File: config.mk
export PLATFORM = sky130hd
export DESIGN_NAME = sdc_ctrl
export DESIGN_NICKNAME = d
export VERILOG_FILES = /design/src/rtl/sdc_pkg.sv /design/src/rtl/sdc_window_cmp.sv /design/src/rtl/sdc_ctrl.sv
export SDC_FILE = /design/constraint.sdc
export NUM_CORES = 1
export LEC_CHECK = 0
export BUFFER_PORTS_ARGS = -buffer_cell sky130_fd_sc_hd__buf_4
export CORE_ASPECT_RATIO = 0.9
export CORE_UTILIZATION = 49
export CTS_BUF_LIST = sky130_fd_sc_hd__clkbuf_4
export CTS_CLUSTER_SIZE = 25
export DETAILED_ROUTE_END_ITERATION = 12
export GPL_TIMING_DRIVEN = 0
export HOLD_SLACK_MARGIN = 0.12
export PLACE_DENSITY_LB_ADDON = 0.1
export SYNTH_ARGS = -nofsm -noshare
export SYNTH_HDL_FRONTEND = slang
export SYNTH_SLANG_ARGS = --single-unit
File: constraint.sdc
create_clock -name i_clock -period 2.3 [get_ports i_clock]
set_clock_uncertainty 0.2 [all_clocks]
set_input_delay 0.345 -clock i_clock [delete_from_list [all_inputs] [get_ports i_clock]]
set_output_delay 0.345 -clock i_clock [all_outputs]
set_load 0.05 [all_outputs]
File: src/rtl/sdc_pkg.sv
// shared constants and carrier types for the demodulator control block
`default_nettype none
package sdc_pkg;
    // register byte offsets on the 32-bit bus
    localparam logic [11:0] OFS_LED_CFG    = 12'h000;
    localparam logic [11:0] OFS_SC_CFG     = 12'h070;
    localparam logic [11:0] OFS_SEQ_COUNT  = 12'h080;
    localparam logic [11:0] OFS_CONV_COUNT = 12'h084;
    localparam logic [11:0] OFS_EAF_CFG    = 12'h090;

    // signal_conditioning_config field positions
    localparam int SC_POL_BIT       = 26;
    localparam int SC_AA_LSB        = 24;
    localparam int SC_SUBS_LSB      = 13;
    localparam int SC_LP_LSB        = 11;
    localparam int SC_HP_PWR_BIT    = 10;
    localparam int SC_HP_SKIP_BIT   = 9;
    localparam int SC_HP_LSB        = 7;
    localparam int SC_DM_PWR_BIT    = 6;
    localparam int SC_DM_SKIP_BIT   = 5;
    localparam int SC_GAIN_PWR_BIT  = 4;
    localparam int SC_GAIN_SKIP_BIT = 3;
    localparam int SC_GAIN_LSB      = 0;
    // led_analog_config and electrical_frontend_config bits
    localparam int LED_SIGREF_BIT   = 18;
    localparam int EAF_REF_DAC_BIT  = 25;
    localparam int EAF_MEAS_DAC_BIT = 24;
    // sequencer counter register: subsample count position
    localparam int SEQ_SUBS_LSB     = 24;

    // implemented bits per register, the rest read zero
    localparam logic [31:0] LED_MASK = 32'h0004_0000;
    localparam logic [31:0] SC_MASK  = 32'h071F_FFFF;
    localparam logic [31:0] EAF_MASK = 32'h0307_FFFF;
    // reset values
    localparam logic [31:0] LED_RST  = 32'h0000_0000;
    localparam logic [31:0] SC_RST   = 32'h0000_0000;
    localparam logic [31:0] EAF_RST  = 32'h0000_0000;
    localparam logic [7:0]  CNT_RST  = 8'h00;
    // forbidden gain code
    localparam logic [2:0]  GAIN_FORBIDDEN = 3'h7;
    // bus responses
    localparam logic [1:0]  RESP_OKAY   = 2'h0;
    localparam logic [1:0]  RESP_SLVERR = 2'h2;

    // demodulator multiplication factor
    typedef enum logic [1:0] {
        SDC_FACTOR_ZERO,
        SDC_FACTOR_POS,
        SDC_FACTOR_NEG
    } sdc_factor_t;

    // one multiplication window in sequencer ticks
    typedef struct packed {
        logic [15:0] begin_time;
        logic [15:0] end_time;
    } sdc_window_t;

    // sequencer time base as seen by this block
    typedef struct packed {
        logic        running;
        logic        iter_start;
        logic [15:0] time_now;
        sdc_window_t positive_window;
        sdc_window_t negative_window1;
        sdc_window_t negative_window2;
    } sdc_seq_t;

    // static settings for the analog chain
    typedef struct packed {
        logic [1:0] antialias_cutoff_select;
        logic [1:0] demod_lowpass_select;
        logic       highpass_power;
        logic       highpass_skip;
        logic [1:0] highpass_cutoff_select;
        logic       demod_power;
        logic       demod_skip;
        logic       gain_power;
        logic       gain_skip;
        logic [2:0] gain_code;
        logic       sigref_enable;
        logic       sigref_on_dac_buffer;
        logic       measure_dac;
    } sdc_cond_cfg_t;
endpackage : sdc_pkg
`default_nettype wire

File: src/rtl/sdc_window_cmp.sv
// window comparator: is the sequencer time inside one window
`default_nettype none
module sdc_window_cmp (
    input  wire logic [15:0]         i_time,
    input  wire sdc_pkg::sdc_window_t i_window,
    output logic                     o_active
);
    // begin inclusive, end exclusive so back-to-back windows never overlap
    always_comb begin
        o_active = (i_time >= i_window.begin_time) &&
                   (i_time <  i_window.end_time);
    end
endmodule : sdc_window_cmp
`default_nettype wire

File: src/rtl/sdc_ctrl.sv
// demodulator timing, subsampling and conditioning registers, axi4-lite
// How it works
// RL1 - read-only 8-bit conversion count, reset zero
// RL2 - demodulator only acts while sequencer runs
// RL3 - factor plus, zero or minus from windows
// RL4 - software sets initial polarity by first window
// RL5 - ratio N skips N iterations, then converts
// RL6 - software prefers conversion-done interrupt when subsampling
// RL7 - two-bit anti-alias cutoff select, default zero
// RL8 - two-bit demodulator low pass select, default zero
// RL9 - high pass power and skip bits
// RL10 - two-bit high pass cutoff select, default zero
// RL11 - demodulator power and skip bits
// RL12 - gain power, skip, gain code seven refused
// RL13 - signal reference enable bit, set before analog
// RL14 - reference node to dac buffer bit
// RL15 - dac output to gain-stage input bit
// RL16 - one positive, two negative windows from sequencer
// RL17 - subsample counter readable in counter register
// RL18 - subsample counter clears at sequencer start
`default_nettype none
module sdc_ctrl (
    input  wire logic                 i_clock,
    input  wire logic                 i_reset,
    // axi4-lite slave
    input  wire logic                 i_axi_awvalid,
    output logic                      o_axi_awready,
    input  wire logic [11:0]          i_axi_awaddr,
    input  wire logic [2:0]           i_axi_awprot,
    input  wire logic                 i_axi_wvalid,
    output logic                      o_axi_wready,
    input  wire logic [31:0]          i_axi_wdata,
    input  wire logic [3:0]           i_axi_wstrb,
    output logic                      o_axi_bvalid,
    input  wire logic                 i_axi_bready,
    output logic [1:0]                o_axi_bresp,
    input  wire logic                 i_axi_arvalid,
    output logic                      o_axi_arready,
    input  wire logic [11:0]          i_axi_araddr,
    input  wire logic [2:0]           i_axi_arprot,
    output logic                      o_axi_rvalid,
    input  wire logic                 i_axi_rready,
    output logic [31:0]               o_axi_rdata,
    output logic [1:0]                o_axi_rresp,
    // sequencer time base and converter events
    input  wire sdc_pkg::sdc_seq_t    i_seq,
    input  wire logic                 i_adc_done,
    // outputs to the analog chain and converter
    output sdc_pkg::sdc_factor_t      o_demod_factor,
    output logic                      o_adc_allow,
    output sdc_pkg::sdc_cond_cfg_t    o_cond_cfg
);
    // protection bits carry no meaning here
    logic unused_prot;
    assign unused_prot = ^{i_axi_awprot, i_axi_arprot};

    // register file state
    logic [31:0] led_cfg_ff, nxt_led_cfg;    // led_analog_config
    logic [31:0] sc_cfg_ff, nxt_sc_cfg;      // signal_conditioning_config
    logic [31:0] eaf_cfg_ff, nxt_eaf_cfg;    // electrical_frontend_config
    // write channel holding state
    logic        aw_held_ff, nxt_aw_held;
    logic [11:0] aw_addr_ff, nxt_aw_addr;
    logic        w_held_ff, nxt_w_held;
    logic [31:0] w_data_ff, nxt_w_data;
    logic [3:0]  w_strb_ff, nxt_w_strb;
    logic        bvalid_ff, nxt_bvalid;
    logic [1:0]  bresp_ff, nxt_bresp;
    // read channel state
    logic        rvalid_ff, nxt_rvalid;
    logic [31:0] rdata_ff, nxt_rdata;
    logic [1:0]  rresp_ff, nxt_rresp;
    // sequencer side state
    logic        running_q_ff, nxt_running_q;
    logic [7:0]  subs_cnt_ff, nxt_subs_cnt;
    logic        allow_ff, nxt_allow;
    logic [7:0]  conv_cnt_ff, nxt_conv_cnt;
    sdc_pkg::sdc_factor_t factor_ff, nxt_factor;

    // working signals
    logic        aw_have, w_have, do_write;
    logic [11:0] wr_addr;
    logic [31:0] wr_data;
    logic [3:0]  wr_strb;
    logic        seq_start;
    logic [7:0]  demod_subsample_ratio;
    logic [2:0]  win_active;                 // pos, neg1, neg2

    // byte-lane merge limited to implemented bits
    function automatic logic [31:0] merge_lanes(input logic [31:0] old_val,
                                                input logic [31:0] new_val,
                                                input logic [3:0]  strb,
                                                input logic [31:0] mask);
        logic [31:0] lanes;
        lanes = {{8{strb[3]}}, {8{strb[2]}}, {8{strb[1]}}, {8{strb[0]}}};
        return ((old_val & ~lanes) | (new_val & lanes)) & mask;
    endfunction : merge_lanes

    // three window comparators, one per multiplication window
    sdc_window_cmp u_win_pos (                                        // RL16
        .i_time   (i_seq.time_now),
        .i_window (i_seq.positive_window),
        .o_active (win_active[0])
    );
    sdc_window_cmp u_win_neg1 (                                       // RL16
        .i_time   (i_seq.time_now),
        .i_window (i_seq.negative_window1),
        .o_active (win_active[1])
    );
    sdc_window_cmp u_win_neg2 (                                       // RL16
        .i_time   (i_seq.time_now),
        .i_window (i_seq.negative_window2),
        .o_active (win_active[2])
    );

    // write channel: address and data taken in either order
    assign o_axi_awready = !aw_held_ff && !bvalid_ff;
    assign o_axi_wready  = !w_held_ff && !bvalid_ff;
    assign aw_have  = aw_held_ff || (i_axi_awvalid && o_axi_awready);
    assign w_have   = w_held_ff || (i_axi_wvalid && o_axi_wready);
    assign do_write = aw_have && w_have && !bvalid_ff;
    assign wr_addr  = aw_held_ff ? aw_addr_ff : i_axi_awaddr;
    assign wr_data  = w_held_ff ? w_data_ff : i_axi_wdata;
    assign wr_strb  = w_held_ff ? w_strb_ff : i_axi_wstrb;

    // next state of write channel and writable registers
    always_comb begin
        nxt_aw_held = aw_held_ff;
        nxt_aw_addr = aw_addr_ff;
        nxt_w_held  = w_held_ff;
        nxt_w_data  = w_data_ff;
        nxt_w_strb  = w_strb_ff;
        nxt_bvalid  = bvalid_ff;
        nxt_bresp   = bresp_ff;
        nxt_led_cfg = led_cfg_ff;
        nxt_sc_cfg  = sc_cfg_ff;
        nxt_eaf_cfg = eaf_cfg_ff;
        if (bvalid_ff && i_axi_bready) begin
            nxt_bvalid = 1'b0;
        end
        if (do_write) begin
            // both halves present: commit and answer next cycle
            nxt_aw_held = 1'b0;
            nxt_w_held  = 1'b0;
            nxt_bvalid  = 1'b1;
            nxt_bresp   = sdc_pkg::RESP_OKAY;
            unique case (wr_addr)
                sdc_pkg::OFS_LED_CFG: begin                        // RL13
                    nxt_led_cfg = merge_lanes(led_cfg_ff, wr_data, wr_strb,
                                              sdc_pkg::LED_MASK);
                end
                sdc_pkg::OFS_SC_CFG: begin
                    nxt_sc_cfg = merge_lanes(sc_cfg_ff, wr_data, wr_strb,
                                             sdc_pkg::SC_MASK);
                    // forbidden gain keeps the previous gain
                    if (nxt_sc_cfg[sdc_pkg::SC_GAIN_LSB +: 3] ==
                        sdc_pkg::GAIN_FORBIDDEN) begin                 // RL12
                        nxt_sc_cfg[sdc_pkg::SC_GAIN_LSB +: 3] =
                            sc_cfg_ff[sdc_pkg::SC_GAIN_LSB +: 3];
                    end
                end
                sdc_pkg::OFS_EAF_CFG: begin                        // RL14
                    nxt_eaf_cfg = merge_lanes(eaf_cfg_ff, wr_data, wr_strb,
                                              sdc_pkg::EAF_MASK);
                end
                // read-only counters take writes silently
                sdc_pkg::OFS_SEQ_COUNT, sdc_pkg::OFS_CONV_COUNT: begin
                    nxt_bresp = sdc_pkg::RESP_OKAY;
                end
                default: begin
                    nxt_bresp = sdc_pkg::RESP_SLVERR;
                end
            endcase
        end else begin
            // park whichever half arrived first
            if (i_axi_awvalid && o_axi_awready) begin
                nxt_aw_held = 1'b1;
                nxt_aw_addr = i_axi_awaddr;
            end
            if (i_axi_wvalid && o_axi_wready) begin
                nxt_w_held = 1'b1;
                nxt_w_data = i_axi_wdata;
                nxt_w_strb = i_axi_wstrb;
            end
        end
    end

    // read channel: one read under way, data from a flop
    assign o_axi_arready = !rvalid_ff;
    always_comb begin
        nxt_rvalid = rvalid_ff;
        nxt_rdata  = rdata_ff;
        nxt_rresp  = rresp_ff;
        if (rvalid_ff && i_axi_rready) begin
            nxt_rvalid = 1'b0;
        end
        if (i_axi_arvalid && o_axi_arready) begin
            nxt_rvalid = 1'b1;
            nxt_rresp  = sdc_pkg::RESP_OKAY;
            nxt_rdata  = 32'h0000_0000;
            unique case (i_axi_araddr)
                sdc_pkg::OFS_LED_CFG:    nxt_rdata = led_cfg_ff;
                sdc_pkg::OFS_SC_CFG:     nxt_rdata = sc_cfg_ff;
                sdc_pkg::OFS_EAF_CFG:    nxt_rdata = eaf_cfg_ff;
                sdc_pkg::OFS_SEQ_COUNT: begin                      // RL17
                    nxt_rdata[sdc_pkg::SEQ_SUBS_LSB +: 8] = subs_cnt_ff;
                end
                sdc_pkg::OFS_CONV_COUNT: begin                     // RL1
                    nxt_rdata[7:0] = conv_cnt_ff;
                end
                default: begin
                    nxt_rresp = sdc_pkg::RESP_SLVERR;
                end
            endcase
        end
    end

    // bus-facing flops
    always_ff @(posedge i_clock) begin
        if (i_reset) begin
            led_cfg_ff <= sdc_pkg::LED_RST;
            sc_cfg_ff  <= sdc_pkg::SC_RST;
            eaf_cfg_ff <= sdc_pkg::EAF_RST;
            aw_held_ff <= 1'b0;
            aw_addr_ff <= 12'h000;
            w_held_ff  <= 1'b0;
            w_data_ff  <= 32'h0000_0000;
            w_strb_ff  <= 4'h0;
            bvalid_ff  <= 1'b0;
            bresp_ff   <= sdc_pkg::RESP_OKAY;
            rvalid_ff  <= 1'b0;
            rdata_ff   <= 32'h0000_0000;
            rresp_ff   <= sdc_pkg::RESP_OKAY;
        end else begin
            led_cfg_ff <= nxt_led_cfg;
            sc_cfg_ff  <= nxt_sc_cfg;
            eaf_cfg_ff <= nxt_eaf_cfg;
            aw_held_ff <= nxt_aw_held;
            aw_addr_ff <= nxt_aw_addr;
            w_held_ff  <= nxt_w_held;
            w_data_ff  <= nxt_w_data;
            w_strb_ff  <= nxt_w_strb;
            bvalid_ff  <= nxt_bvalid;
            bresp_ff   <= nxt_bresp;
            rvalid_ff  <= nxt_rvalid;
            rdata_ff   <= nxt_rdata;
            rresp_ff   <= nxt_rresp;
        end
    end

    assign o_axi_bvalid = bvalid_ff;
    assign o_axi_bresp  = bresp_ff;
    assign o_axi_rvalid = rvalid_ff;
    assign o_axi_rdata  = rdata_ff;
    assign o_axi_rresp  = rresp_ff;

    // settings straight from the register flops
    assign demod_subsample_ratio = sc_cfg_ff[sdc_pkg::SC_SUBS_LSB +: 8];
    always_comb begin
        o_cond_cfg.antialias_cutoff_select =
            sc_cfg_ff[sdc_pkg::SC_AA_LSB +: 2];                        // RL7
        o_cond_cfg.demod_lowpass_select =
            sc_cfg_ff[sdc_pkg::SC_LP_LSB +: 2];                        // RL8
        o_cond_cfg.highpass_power = sc_cfg_ff[sdc_pkg::SC_HP_PWR_BIT]; // RL9
        o_cond_cfg.highpass_skip = sc_cfg_ff[sdc_pkg::SC_HP_SKIP_BIT]; // RL9
        o_cond_cfg.highpass_cutoff_select =
            sc_cfg_ff[sdc_pkg::SC_HP_LSB +: 2];                        // RL10
        o_cond_cfg.demod_power = sc_cfg_ff[sdc_pkg::SC_DM_PWR_BIT];    // RL11
        o_cond_cfg.demod_skip = sc_cfg_ff[sdc_pkg::SC_DM_SKIP_BIT];    // RL11
        o_cond_cfg.gain_power = sc_cfg_ff[sdc_pkg::SC_GAIN_PWR_BIT];   // RL12
        o_cond_cfg.gain_skip = sc_cfg_ff[sdc_pkg::SC_GAIN_SKIP_BIT];   // RL12
        o_cond_cfg.gain_code = sc_cfg_ff[sdc_pkg::SC_GAIN_LSB +: 3];   // RL12
        o_cond_cfg.sigref_enable = led_cfg_ff[sdc_pkg::LED_SIGREF_BIT];// RL13
        o_cond_cfg.sigref_on_dac_buffer =
            eaf_cfg_ff[sdc_pkg::EAF_REF_DAC_BIT];                      // RL14
        o_cond_cfg.measure_dac = eaf_cfg_ff[sdc_pkg::EAF_MEAS_DAC_BIT];// RL15
    end

    // subsampling, conversion count and demodulator factor
    assign seq_start = i_seq.running && !running_q_ff;
    always_comb begin
        logic [7:0] cnt_base;
        logic       dm_on;
        logic       pos_on;
        logic       neg_on;
        cnt_base      = seq_start ? 8'h00 : subs_cnt_ff;           // RL18
        dm_on         = 1'b0;
        pos_on        = win_active[0];
        neg_on        = win_active[1] || win_active[2];
        nxt_running_q = i_seq.running;
        nxt_subs_cnt  = cnt_base;
        nxt_allow     = allow_ff;
        // a done pulse always counts, wrapping at 8 bits
        nxt_conv_cnt  = i_adc_done ? conv_cnt_ff + 8'h01
                                   : conv_cnt_ff;                  // RL1
        if (!i_seq.running) begin
            nxt_allow = 1'b0;
        end else if (i_seq.iter_start) begin
            // decide once per iteration, held until the next one or until the sequencer stops
            if (cnt_base == demod_subsample_ratio) begin           // RL5
                nxt_allow    = 1'b1;
                nxt_subs_cnt = 8'h00;
            end else begin
                nxt_allow    = 1'b0;
                nxt_subs_cnt = cnt_base + 8'h01;
            end
        end
        // switching only makes sense locked to a running sequencer
        dm_on = i_seq.running && o_cond_cfg.demod_power &&
                !o_cond_cfg.demod_skip;                            // RL2
        if (!dm_on) begin
            nxt_factor = sdc_pkg::SDC_FACTOR_ZERO;
        end else if (pos_on && neg_on) begin
            // overlap: the polarity bit picks the winner, set gives plus, clear gives minus
            nxt_factor = sc_cfg_ff[sdc_pkg::SC_POL_BIT] ?
                         sdc_pkg::SDC_FACTOR_POS :
                         sdc_pkg::SDC_FACTOR_NEG;                  // RL4
        end else if (pos_on) begin
            nxt_factor = sdc_pkg::SDC_FACTOR_POS;                  // RL3
        end else if (neg_on) begin
            nxt_factor = sdc_pkg::SDC_FACTOR_NEG;                  // RL3
        end else begin
            nxt_factor = sdc_pkg::SDC_FACTOR_ZERO;                 // RL3
        end
    end

    // sequencer-side flops
    always_ff @(posedge i_clock) begin
        if (i_reset) begin
            running_q_ff <= 1'b0;
            subs_cnt_ff  <= 8'h00;
            allow_ff     <= 1'b0;
            conv_cnt_ff  <= sdc_pkg::CNT_RST;
            factor_ff    <= sdc_pkg::SDC_FACTOR_ZERO;
        end else begin
            running_q_ff <= nxt_running_q;
            subs_cnt_ff  <= nxt_subs_cnt;
            allow_ff     <= nxt_allow;
            conv_cnt_ff  <= nxt_conv_cnt;
            factor_ff    <= nxt_factor;
        end
    end

    assign o_adc_allow    = allow_ff;
    assign o_demod_factor = factor_ff;
endmodule : sdc_ctrl
`default_nettype wire

# --- After elaboration in Yosys (flattened, before gate mapping) ---
# Index checks and enable logic that the tools add are counted.
totals:
  register_bits: 149
  input_bits: 188
  out_inout_bits: 62
  wordCells: 110
classes:
  addsub: 2
  n_lt_le_gt_ge: 6
  n_eq_ne: 10
  mux: 21
  bitwise: 12
  n_reduce_logical: 40
op_table:
  columns: ["op", "n"]
  rows:
  - ["$eq A12 B8 Y1 const B", 6]
  - ["$and A27 B27 Y27", 2]
  - ["$ge A16 B16 Y1", 3]
  - ["$lt A16 B16 Y1", 3]
  - ["$pmux W8 S3", 2]
  - ["$pmux W13 S3", 1]
  - ["$mux W8", 4]
  - ["$mux W27", 1]
  - ["$not A27 Y27", 1]
  - ["$or A27 B27 Y27", 1]
  - ["$and A26 B26 Y26", 1]
  - ["$or A26 B26 Y26", 1]
  - ["$eq A12 B7 Y1 const B", 2]
  - ["$logic_not A12 Y1", 2]
  - ["$and A19 B19 Y19", 1]
  - ["$or A19 B19 Y19", 1]
  - ["$add A8 B1 Y8 const B", 2]
  - ["$logic_and A1 B1 Y1", 16]
  - ["$mux W12", 1]
  - ["$mux W2", 6]
  - ["$reduce_and A2 Y1", 5]
  - ["$reduce_or A5 Y1", 2]
  - ["$eq A8 B8 Y1", 1]
  - ["$logic_not A1 Y1", 6]
  - ["other kinds (8)", 20]

# --- Longest topological paths before layout ---
depth:
  depth_word: 8
  mapped_depth: 8
  mapped_depth_nobuf: 8

# --- Hierarchy ---
# Synthesis repeated with hierarchy kept, for this count alone.
hier_totals:
  cells_unflattened: 1054
  area_unflattened_um2: 8823.5
by_module_without_submodules:
  columns: ["mod", "instances", "cells_each", "area_per_inst_um2", "seq_area_each_um2"]
  rows:
  - ["sdc_ctrl", 1, 739, 6436.2, 2822.7]
  - ["sdc_window_cmp", 3, 105, 795.8, 0.0]

# --- Worst setup path before layout ---
# Ideal clock, no wire load.
synth_timing:
  kind: "input to register"
  start: "input i_axi_araddr[9]"
  end: "register rdata_ff[0] (netlist: o_axi_rdata[0])"
  setup_time_ps: 65
  arrival_ps: 2071
  required_time_ps: 2035
  setup_slack_ps: -37
  stages: 6
  n_path_buf: 0
  cell_sequence: "or4_4 or3_4 nor3_2 o31ai_2 a2bb2oi_1 nor2_1"
synth_via:
  elab_chain_cells: 2
  word_cells_on_any_way: 4
  cone_classes: "3 x eq/ne; 1 x mux"
synth_rtl:
  columns: ["item", "line", "text"]
  rows:
  - ["from (decl)", "sdc_ctrl.sv:39", "input wire logic [11:0] i_axi_araddr,"]
  - ["$eq A12 B8 Y1 or $eq A12 B7 Y1 (tied branches)", "sdc_ctrl.sv:201", "unique case (i_axi_araddr)"]
  - ["$pmux W8 S3 *", "sdc_ctrl.sv:201", null]
  - ["to (signal assigned)", "sdc_ctrl.sv:246", "rdata_ff <= nxt_rdata;"]
  - ["to (decl)", "sdc_ctrl.sv:71", "logic [31:0] rdata_ff, nxt_rdata;"]
# Every way passes the cells marked *; elsewhere a longest branch is shown, timed or not.
# A chain may end at the register's enable or synchronous reset.

==> summary.txt <==
STA
  – RSZ-0062 raised after global routing: yes
  – Measured slew at the worst slew-check pin: between 0.8 and 0.9 ns
  – Count of endpoints failing setup in the final report: 8
  – Fin. max-slew vios: 0
  – Min Clock Period, post-route: 2.334 ns
  – Slew margin rel.: 45.30%
  – Final worst-path cycle share: 101.5%
  – Maximum clock frequency: approximately 430 MHz
  – Hold Violations, Final: 0
  – Setup slack of the critical path after layout: -0.03409 ns

Yosys
  – Flops & latches, synth: around 140
  – Count of flip-flops with a built-in enable after synthesis: 0
  – Warnings from Yosys: 0
  – Cell taking the most area after synthesis: dfxtp_1
  – Post-synthesis sequential area ratio: 32.04%
  – Avg Inst Size Synth: ~8.2 sq um
  – Share of flip-flops with an asynchronous set or reset: 0%
  – Post-synth top area share: 32.04%
  – Count of cell types in the netlist: 68
  – Post-synthesis cell count: 1069
  – Top area cells in the synthesized netlist: dfxtp_1 (32%), ha_1 (13%), a21oi_1 (5.7%)
  – Commonest register cell after synthesis: dfxtp_1
  – Netlist area before placement: 8810 sq um

Worst hold path
  – Classification of the worst-slack hold path: in -> reg
  – Startpoint of the worst hold path: i_axi_araddr[7]
  – WHS Endpoint: o_axi_rdata[18]
  – Worst Hold Depth: 4

Status
  – Result of the run: finished with violations
  – Failing checks: negative setup slack

Final layout
  – Multi-input gate area: 5466 sq um
  – Proportion of layout cells with a drive suffix above 1: a little over a quarter
  – Filler Cells Inserted: approximately 1500
  – Final cell area excluding filler cells: 12150 sq um
  – Diodes inserted: 0
  – Final core occ: between 60% and 70%
  – Synthesis-to-finish area growth: 37.94%
  – FF+latch area: 2826 sq um
  – Post-layout net count: between 1500 and 2000

Drt
  – DRC violation count after routing: 0
  – Vias per std cell: 5.467
  – Number of nets with antenna violations after routing: 0
  – Final WL: ~27000 um
  – Vias: 8966
  – Routed len/inst: 16.66 um
  – Detailed router's first-iteration violation count: 711
  – Total iterations of the first detailed-routing run: 5

Global routing
  – Wire length of the first global-routing pass: 42160 um
  – Gr usage total: between 20% and 30%
  – Number of antenna violations at the first check in global routing: 0
  – Number of global-route vias before repair: a little over 8000
  – Total congestion overflow: 0
  – Maximum number of pins on one net before global-route repair: 17

Die
  – Initial cell density of the core: around half
  – Die extent in x: 143.3 um
  – Floorplan core area: 17610 sq um
  – Die Footprint: roughly 19000 sq um
  – Overall die height: 129.2 um
  – I/O pin count: between 200 and 300
  – Cell row count: 46

Power
  – Pwr/cell area: 481.4 nW/um^2
  – VDD IR max: between 0.0005 and 0.0006 V
  – Total power: 5849 uW
  – Static Leakage: 0.005649 uW

Place
  – PortBufs: ~230
  – DPL Wire Length: 20880 um
  – Routability Congestion: 0.9288
  – Post-DP Area: 10840 sq um

Worst setup path
  – Reg2reg start: aw_held_ff
  – CP required: approximately 2.6 ns
  – Critical path capture point type: flip-flop
  – Category of the critical setup timing path: reg -> reg
  – Worst reg2reg setup slack: -0.03 ns
  – Arrival time of the worst setup path: 2.63 ns
  – Logic depth of the worst register-to-register path: 7
  – Crit Path Max Fanout: 8
  – Startpoint class of the critical path: flip-flop

Clocking
  – Number of buffers added by the clock tree synthesis step: 17
  – Clock slew seen by the registers of the worst setup and hold paths: ~0.14 ns
  – Clock sink total: ~140
  – Clk Latency, worst-skew pair: 0.57 ns
  – Buffer type at the clock tree root: clkbuf_4
  – Max Root-Sink Buffers: 2
  – Number of levels in the clock H-tree: 4
  – CTS tree: built

Run
  – Number of maximum-capacitance constraint violations: 0
area by class of cell:
| cell class | instances | area share, % |
|---|---|---|
| repair buffers | 297 | 19.68 |
| well taps | 240 | 2.471 |
| inverters | 99 | 3.058 |
| multi-input cells | 762 | 44.99 |
| plain buffers | 69 | 3.799 |
| clock inverters | 15 | 1.699 |
| clock buffers | 17 | 1.050 |
| flip-flops and latches | 141 | 23.26 |
worst max path at each step:
stage,startpoint,slack (ns),endpoint,cells after the start
4_1_cts,aw_held_ff,0.0009,flip-flop,8
3_3_place_gp,i_axi_araddr[9],-0.69,o_axi_rdata[10],6
3_5_place_dp,i_axi_araddr[9],-0.70,o_axi_rdata[10],6
5_1_grt,aw_held_ff,-0.11,flip-flop,7
2_1_floorplan,i_axi_araddr[9],-0.04,o_axi_rdata[0],6
6_report,aw_held_ff,-0.03,flip-flop,7
synthesized netlist by cell type (10+ instances only):
cell and count:
nor2b_1 12, mux2_2 20, mux2i_1 46, inv_1 99, nand4_1 14, buf_4 23, a211oi_1 15, nor2_1 118
a221oi_1 13, o21ai_0 18, a21oi_1 101, clkbuf_1 33, nand3_1 22, a222oi_1 10, nand2_1 103, dfxtp_1 141
ha_1 95, nor3_1 39
routing by layer:
| metal | vias up | routed length (um) | GRT usage [%] |
|---|---|---|---|
| li1 | 4410 | - | - |
| met1 | 4153 | 12330 | 39.52 |
| met2 | 362 | 12340 | 48.61 |
| met3 | 41 | 2134 | 5.174 |
| met4 | 0 | 522 | 8.385 |
| met5 | - | 0 | 0 |
worst max-delay path: stages (launching register included):
cell and delay, ns:
dfxtp_4 0.39, or4_4 0.53, o22a_4 0.26, nor3_4 0.33, buf_6 0.20, buf_4 0.13, a21oi_1 0.07, nor3_1 0.15
placed cells by master (no fill, tap or decap), types with 9 or more instances in the layout:
cell           instances
a211oi_1              15
a21oi_1               97
a221oi_1              13
a222oi_1              10
buf_4                260
clkbuf_1              25
clkbuf_4              18
dfxtp_1              140
dlygate4sd3_1         55
ha_1                  95
inv_1                 99
mux2_2                20
mux2i_1               46
nand2_1               95
nand3_1               22
nand4_1               14
nor2_1               106
nor2b_1               12
nor3_1                37
o21ai_0               18
xnor2_1                9
cell families after synthesis:
group | share of synthesized area (%)
buf+inv | 9.076
other cells | 0.04257
simple gates | 19.80
xor+xnor | 1.292
flops | 32.04
fa+ha+maj | 13.49
compound gates | 16.48
mux | 7.783
stage by stage:
stage / worst slack [ns] / hold slack (ns) / cells / TNS [ns]
3_5_place_dp: -0.6956 / 0.2431 / 1542 / -34.85
2_1_floorplan: -0.03674 / 0.2329 / 1073 / -0.3922
5_1_grt: -0.1067 / 0.1669 / 1640 / -2.247
4_1_cts: 0.0008737 / 0.1243 / 1631 / 0
6_report: -0.03409 / 0.1556 / 1640 / -0.1179
3_3_place_gp: -0.6879 / 0.2384 / 1542 / -32.73
power by group:
part	internal [uW]	total, uW	switching [uW]	leakage, uW
registers	2510	2560	53.4	0.00114
logic	657	1440	784	0.00434
clock network	795	1840	1050	0.000168
repair_timing:
action / in CTS / in global routing
endpoints found under the hold margin: 110 / 2
hold buffers: 55 / 1
resized for setup: 28 / 54
gates cloned: 0 / 0
pin swaps: 3 / 27
setup endpoints to repair: 104 / 98
setup buffers: 2 / 11
Note: power is estimated with default switching activity, not from simulation.
